$ cat config.mk
export PLATFORM = sky130hd
export DESIGN_NAME = espi_sideband_role_logic
export DESIGN_NICKNAME = d
export VERILOG_FILES = /design/src/hdl/sideband_pkg.sv /design/src/hdl/espi_sideband_role_logic.sv
export VERILOG_INCLUDE_DIRS = /design/src /design/src/hdl
export SDC_FILE = /design/constraint.sdc
export NUM_CORES = 1
export LEC_CHECK = 0
export BUFFER_PORTS_ARGS = -buffer_cell sky130_fd_sc_hd__buf_2
export CAP_MARGIN = 10
export CELL_PAD_IN_SITES_DETAIL_PLACEMENT = 0
export CELL_PAD_IN_SITES_GLOBAL_PLACEMENT = 1
export CORE_MARGIN = 8
export CORE_UTILIZATION = 32
export CTS_CLUSTER_DIAMETER = 30
export DETAILED_ROUTE_END_ITERATION = 7
export PLACE_DENSITY = 0.79
export SYNTH_ARGS = -nofsm -noshare
export SYNTH_HDL_FRONTEND = slang
export SYNTH_SLANG_ARGS = --single-unit
$ cat constraint.sdc
create_clock -name clk -period 1.4 [get_ports clk]
set_input_delay 0.28 -clock clk [delete_from_list [all_inputs] [get_ports clk]]
set_output_delay 0.28 -clock clk [all_outputs]
set_load 0.02 [all_outputs]
$ cat src/hdl/sideband_map.svh
// Purpose: constants for the sideband role logic
// Assumes: nothing
// Notes:   definitions only
`ifndef SIDEBAND_MAP_SVH
`define SIDEBAND_MAP_SVH
`define SB_WIRE_RESET   1'b0
`define SB_ACK_RESET    1'b0
`define SB_SYNC_STAGES  2
`endif

$ cat src/hdl/sideband_pkg.sv
// Purpose: types for the sideband role logic
// Assumes: nothing
// Notes:   one-hot role states
package sideband_pkg;
    typedef enum logic [2:0] {
        ROLE_SECONDARY = 3'b001,
        ROLE_PRIMARY   = 3'b010,
        ROLE_UNUSED    = 3'b100
    } role_e;
endpackage : sideband_pkg

$ cat src/hdl/espi_sideband_role_logic.sv
// Purpose: slave-role selection and sideband pin mapping of an espi bridge
// Assumes: clk is the espi-side clock, reset is the espi reset (sync, high)
// Notes:   the virtual wire transport is outside; this block hands it levels
//
// Contract
// - role_select_in high means primary role, low means secondary role.
// - role_select_in acts continuously, strapped or changed once, never latched.
// - in primary role both boot-load wires are offered as one at the first chance.
// - in primary role the shared pin shows suspend_powerdown_ack; host reset ack goes as a wire.
// - in secondary role the boot-load wires are never sent.
// - in secondary role suspend_warn_out still follows its wire and suspend_ack_in is ignored.
// - with role_select_in low the shared pin shows host reset ack and primary wires are quiet.
// - on a low-then-high select the boot-load wires wait, then go as one at the rise.
// - during a delayed primary start, suspend_ack_in edges seen before is_primary rises are dropped.
// - during a delayed start the shared pin is low as host reset ack, then low as powerdown ack.
// - suspend_warn_out follows the received suspend warning wire.
// - in primary role each edge on suspend_ack_in is sent as the suspend acknowledge wire.
// - with role_select_in high the shared pin mirrors the powerdown ack wire.
// - in secondary role host reset ack rises after a warn rise once lpc and irq are idle.
`timescale 1ns/1ps
`include "sideband_map.svh"
`default_nettype none
module espi_sideband_role_logic
    import sideband_pkg::*;
(
    input  wire logic clk,
    input  wire logic reset,
    input  wire logic role_select_in,
    input  wire logic suspend_ack_in,
    input  wire logic suspend_warning_wire,
    input  wire logic suspend_powerdown_ack,
    input  wire logic host_reset_warn,
    input  wire logic host_reset_ack_int,
    input  wire logic lpc_serirq_idle,
    input  wire logic boot_wire_taken,
    input  wire logic ack_wire_taken,
    output logic      suspend_warn_out,
    output logic      shared_ack_out,
    output logic      is_primary,
    output logic      boot_wire_valid,
    output logic      boot_load_done,
    output logic      boot_load_status,
    output logic      ack_wire_valid,
    output logic      suspend_acknowledge_wire,
    output logic      host_reset_ack_valid,
    output logic      host_reset_ack_wire
);
    // ----------------------------------------------------------------
    // input synchronisers
    // ----------------------------------------------------------------
    logic [1:0] role_sync_r;
    logic [1:0] role_sync_nxt;
    logic [1:0] ack_sync_r;
    logic [1:0] ack_sync_nxt;
    logic       ack_prev_r;
    logic       ack_prev_nxt;

    always_comb begin
        role_sync_nxt = {role_sync_r[0], role_select_in};
        ack_sync_nxt  = {ack_sync_r[0], suspend_ack_in};
        ack_prev_nxt  = ack_sync_r[1];
    end

    always_ff @(posedge clk) begin
        if (reset) begin
            role_sync_r <= 2'h0;
            ack_sync_r  <= 2'h0;
            ack_prev_r  <= `SB_ACK_RESET;
        end else begin
            role_sync_r <= role_sync_nxt;
            ack_sync_r  <= ack_sync_nxt;
            ack_prev_r  <= ack_prev_nxt;
        end
    end

    // ----------------------------------------------------------------
    // role state
    // ----------------------------------------------------------------
    // a high-to-low select is forbidden on the board; we simply follow it
    role_e role_r;
    role_e role_nxt;

    always_comb begin
        case (role_r)
            ROLE_SECONDARY: role_nxt = role_sync_r[1] ? ROLE_PRIMARY : ROLE_SECONDARY;
            ROLE_PRIMARY:   role_nxt = role_sync_r[1] ? ROLE_PRIMARY : ROLE_SECONDARY;
            default:        role_nxt = ROLE_SECONDARY;
        endcase
    end

    always_ff @(posedge clk) begin
        if (reset) begin
            role_r <= ROLE_SECONDARY;
        end else begin
            role_r <= role_nxt;
        end
    end

    // ----------------------------------------------------------------
    // boot-load wires
    // ----------------------------------------------------------------
    // pending until the master takes them, so the first chance is used
    logic boot_sent_r;
    logic boot_sent_nxt;

    always_comb begin
        boot_sent_nxt = boot_sent_r;
        if (role_r == ROLE_PRIMARY && boot_wire_taken) begin
            boot_sent_nxt = 1'b1;
        end
    end

    always_ff @(posedge clk) begin
        if (reset) begin
            boot_sent_r <= 1'b0;
        end else begin
            boot_sent_r <= boot_sent_nxt;
        end
    end

    assign is_primary       = (role_r == ROLE_PRIMARY);
    assign boot_wire_valid  = is_primary && !boot_sent_r;
    assign boot_load_done   = 1'b1;
    assign boot_load_status = 1'b1;

    // ----------------------------------------------------------------
    // suspend acknowledge wire
    // ----------------------------------------------------------------
    // edges are held pending until taken, not dropped; edges seen before
    // is_primary rises are ignored, so a delayed start loses them
    logic ack_pend_r;
    logic ack_pend_nxt;
    logic ack_lvl_r;
    logic ack_lvl_nxt;
    logic ack_edge;

    always_comb begin
        ack_edge     = is_primary && (ack_sync_r[1] != ack_prev_r);
        ack_pend_nxt = ack_pend_r;
        ack_lvl_nxt  = ack_lvl_r;
        if (ack_wire_taken) begin
            ack_pend_nxt = 1'b0;
        end
        if (ack_edge) begin
            ack_pend_nxt = 1'b1;
            ack_lvl_nxt  = ack_sync_r[1];
        end
        if (!is_primary) begin
            ack_pend_nxt = 1'b0;
        end
    end

    always_ff @(posedge clk) begin
        if (reset) begin
            ack_pend_r <= 1'b0;
            ack_lvl_r  <= `SB_ACK_RESET;
        end else begin
            ack_pend_r <= ack_pend_nxt;
            ack_lvl_r  <= ack_lvl_nxt;
        end
    end

    assign ack_wire_valid           = ack_pend_r;
    assign suspend_acknowledge_wire = ack_lvl_r;
    assign host_reset_ack_valid     = is_primary;
    assign host_reset_ack_wire      = host_reset_ack_int;

    // ----------------------------------------------------------------
    // output pins
    // ----------------------------------------------------------------
    logic warn_out_r;
    logic warn_out_nxt;
    logic hra_r;
    logic hra_nxt;
    logic hra_pend_r;
    logic hra_pend_nxt;
    logic warn_prev_r;
    logic warn_prev_nxt;
    logic warn_rise;
    logic shared_r;
    logic shared_nxt;

    // a warn rise is remembered while host_reset_warn stays high until lpc and irq go idle, so a busy bus
    // only delays the ack; a warn fall before idle drops it
    always_comb begin
        warn_out_nxt  = suspend_warning_wire;
        warn_prev_nxt = host_reset_warn;
        warn_rise     = host_reset_warn && !warn_prev_r;
        hra_nxt       = hra_r;
        hra_pend_nxt  = hra_pend_r;
        if (warn_rise) begin
            hra_pend_nxt = 1'b1;
        end
        if (!host_reset_warn) begin
            hra_nxt      = 1'b0;
            hra_pend_nxt = 1'b0;
        end else if (lpc_serirq_idle && (hra_pend_r || warn_rise)) begin
            hra_nxt      = 1'b1;
            hra_pend_nxt = 1'b0;
        end
        if (is_primary) begin
            hra_nxt      = 1'b0;
            hra_pend_nxt = 1'b0;
        end
        if (is_primary) begin
            shared_nxt = suspend_powerdown_ack;
        end else begin
            shared_nxt = hra_nxt;
        end
    end

    always_ff @(posedge clk) begin
        if (reset) begin
            warn_out_r  <= `SB_WIRE_RESET;
            hra_r       <= 1'b0;
            hra_pend_r  <= 1'b0;
            warn_prev_r <= 1'b0;
            shared_r    <= 1'b0;
        end else begin
            warn_out_r  <= warn_out_nxt;
            hra_r       <= hra_nxt;
            hra_pend_r  <= hra_pend_nxt;
            warn_prev_r <= warn_prev_nxt;
            shared_r    <= shared_nxt;
        end
    end

    assign suspend_warn_out = warn_out_r;
    assign shared_ack_out   = shared_r;
endmodule : espi_sideband_role_logic
`default_nettype wire

==> metrics <==
synthesized-area fraction occupied by adder cells=2.34%; Worst R2R Setup Slack=0.29 ns; Post-Synth Simple-Gate Area=a little under a quarter; Initial Util=between 30 and 40%; total power density per cell area=1100 nW/um^2; crit share post-route=a little over nine tenths; global-route wire length before repair=1450 um; area growth from synthesis to final layout=24.1%; GRT Residual Overflow=0; Required @ worst endpoint=approximately 1.1 ns; overall die area=3230 um^2; worst clock skew=0.00616 ns; floorplan die width=56.9 um; CP Class=flop to primary output; count of endpoints failing setup in the final report=0; achievable frequency=approximately 740 MHz; clock edge transition at the registers on the reported setup and hold paths=approximately 0.09 ns; insertion delay of the later-clocked pin in the worst-skew pair=0.28 ns; number of inserted filler cells in the final layout=160; maxcap violations=0; number of hold violations in the final report=0; part of the Yosys area used for sequential elements=between 50% and 60%; setup repair after global routing missed its margin=yes; hold-critical path endpoint=hra_pend_r; cell depth of the worst min-delay path=2; first drt pass iteration count=2; Cell Rows=14; type of the worst min-delay path=input port to flop; average detailed-routed wire length per instance=9.38 um; number of enable flip-flop cells after synthesis=0; synthesis-stage register bit count=15; CTS root buf=clkbuf_4; TritonCTS buffer count=3; IR drop worst, VDD=around 0.00058 V; outcome=finished, final reports clean; vias=~370; hold-fix buffer count after cts=0; all-layer global routing usage=around 5.8%; startpoint of the most critical hold path=lpc_serirq_idle; area inside the core boundary=1540 um^2; startpoint types=flop; number of antenna-violating nets in the routed design=0; Tmin final=1.35 ns; largest family of logic cells by synthesized area=simple AND/OR/NAND/NOR gates; largest buffer count on any clock path=2; number of nets in the final layout=85; startpoint of the worst-slack reg-to-reg timing path=role_r[0]; number of sinks handled by clock tree synthesis=15; most frequent cell after synthesis=dfxtp_1; worst setup slack before clock tree synthesis=~0.18 ns; Reg2Reg Capture Point=shared_ack_out; cell type with the largest total area after synthesis=dfxtp_1; Port Buffer Count=16; TritonCTS clock tree=yes; Total Routed Length=825 um; final standard cell area without fillers=663 um^2; fraction of synthesis flops using an asynchronous set or reset pin=0%; Pleak=0.324 nW; mean number of vias per cell=4.15; Pins Over Slew Limit=0; signal arrival time at the worst endpoint=1.07 ns; Post-Syn Area=534 um^2; cell types with the highest counts after synthesis=15 x dfxtp_1, 8 x nor2b_1, 5 x a21oi_1, 4 x buf_4, 4 x nand2_1; number of levels the H-tree was split into=1; count of distinct cell types in the synthesized netlist=18; standard cell area after detailed placement=603 um^2; area share of the largest cell type after synthesis=a little under three fifths; dominant register cell in the synthesized netlist=dfxtp_1; Die H=56.9 um; DRC Markers=0; HPWL after DPL=~640 um; layout cell share with drive strength beyond 1=38.9%; Antenna diodes=0; maximum number of pins on one net before global-route repair=13; Worst Path Max Fanout=6; GP Congestion=0.576; proportion of synthesized area in mux cells=0%; number of global-route vias before repair=~350; average instance area after synthesis=9.89 um^2; first-iteration detailed-routing DRC count=1; Reg2Reg Depth=6; number of cells produced by synthesis=54; initial antenna violation count=0; least setup slack across all paths after layout=0.0486 ns; category of the worst setup path capture point=primary output; dominant cells by area after synthesis=dfxtp_1 56%, nor2b_1 9.4%, buf_4 5.6%; registers with the most flip-flops=ack_sync_r (2), role_r (2), role_sync_r (2); Synth Area in Compound Gates=6.79%; xor/xnor share of the synthesized area=1.64%; Syn. warnings=0; I/O pin total=21
## logic make-up after synthesis
kind of cell             Yosys count
AO/OA/AOI/OAI                      7
other                              1
flip-flops                        15
adder cells (fa/ha/maj)            1
XOR/XNOR                           1
buffers and inverters              8
AND/OR/NAND/NOR                   21
## where the power goes
part / internal, mW / leakage (nW) / total [mW] / switching [mW]
Combinational: 0.0241 / 0.184 / 0.0531 / 0.0290
Sequential: 0.441 / 0.123 / 0.446 / 0.00469
Clock: 0.106 / 0.0177 / 0.233 / 0.127
## layer usage
metal | vias to the layer above | GRT usage [%] | routed length [um]
li1 | 198 | - | -
met1 | 152 | 4.99 | 343
met2 | 13 | 8.46 | 360
met3 | 2 | 6.52 | 116
met4 | 0 | 2.01 | 5
met5 | - | 0 | 0
## metrics by stage
step / instances / utilization, % / hold slack, ns / total power [mW] / setup TNS [ns]
6_report: 88 / 43.0 / 0.192 / 0.732 / 0
5_1_grt: 88 / 43.0 / 0.185 / 0.776 / -0.0307
4_1_cts: 88 / 42.9 / 0.180 / 0.745 / 0
3_5_place_dp: 82 / 39.1 / 0.380 / 0.508 / 0
3_3_place_gp: 82 / 39.1 / 0.366 / 0.507 / 0
2_1_floorplan: 55 / - / 0.352 / 0.497 / 0
## cells in the final DEF, fill, tap and decap left out, drive strengths merged
cell and n:
a21oi 5, and3b 1, buf 18, clkbuf 3, clkinv 1, conb 2
dfxtp 15, ha 1, inv 3, nand2 4, nand2b 2, nor2 3
nor2b 9, nor3b 2, o21ai 1, o22ai 1, xor2 1
## worst max-delay path, stage by stage (launching register included)
cell	delay, ns
dfxtp_2	0.33
inv_2	0.04
ha_4	0.16
nor2b_1	0.12
buf_4	0.15
## worst max path at each step
stage | startpoint | end | depth (start not counted)
5_1_grt | role_r[0] | boot_wire_valid | 4
3_5_place_dp | role_r[0] | boot_wire_valid | 4
4_1_cts | role_r[0] | boot_wire_valid | 4
6_report | role_r[0] | boot_wire_valid | 4
2_1_floorplan | role_r[0] | boot_wire_valid | 3
3_3_place_gp | role_r[0] | boot_wire_valid | 4
## what timing repair did
item	4_1_cts	5_1_grt
setup buffers	2	0
pin swaps	1	1
gates resized for setup	4	2
setup endpoints to repair	3	1
## cell type report
cell class	instances	area, um^2	share of cell area, %
inverters	3	11.3	1.70
clock inverters	1	5.00	0.755
multi-input cells	32	204	30.8
repair buffers	18	97.6	14.7
flip-flops and latches	15	303	45.7
well taps	16	20.0	3.02
clock buffers	3	22.5	3.40
Power figures use the tool's default switching activity.
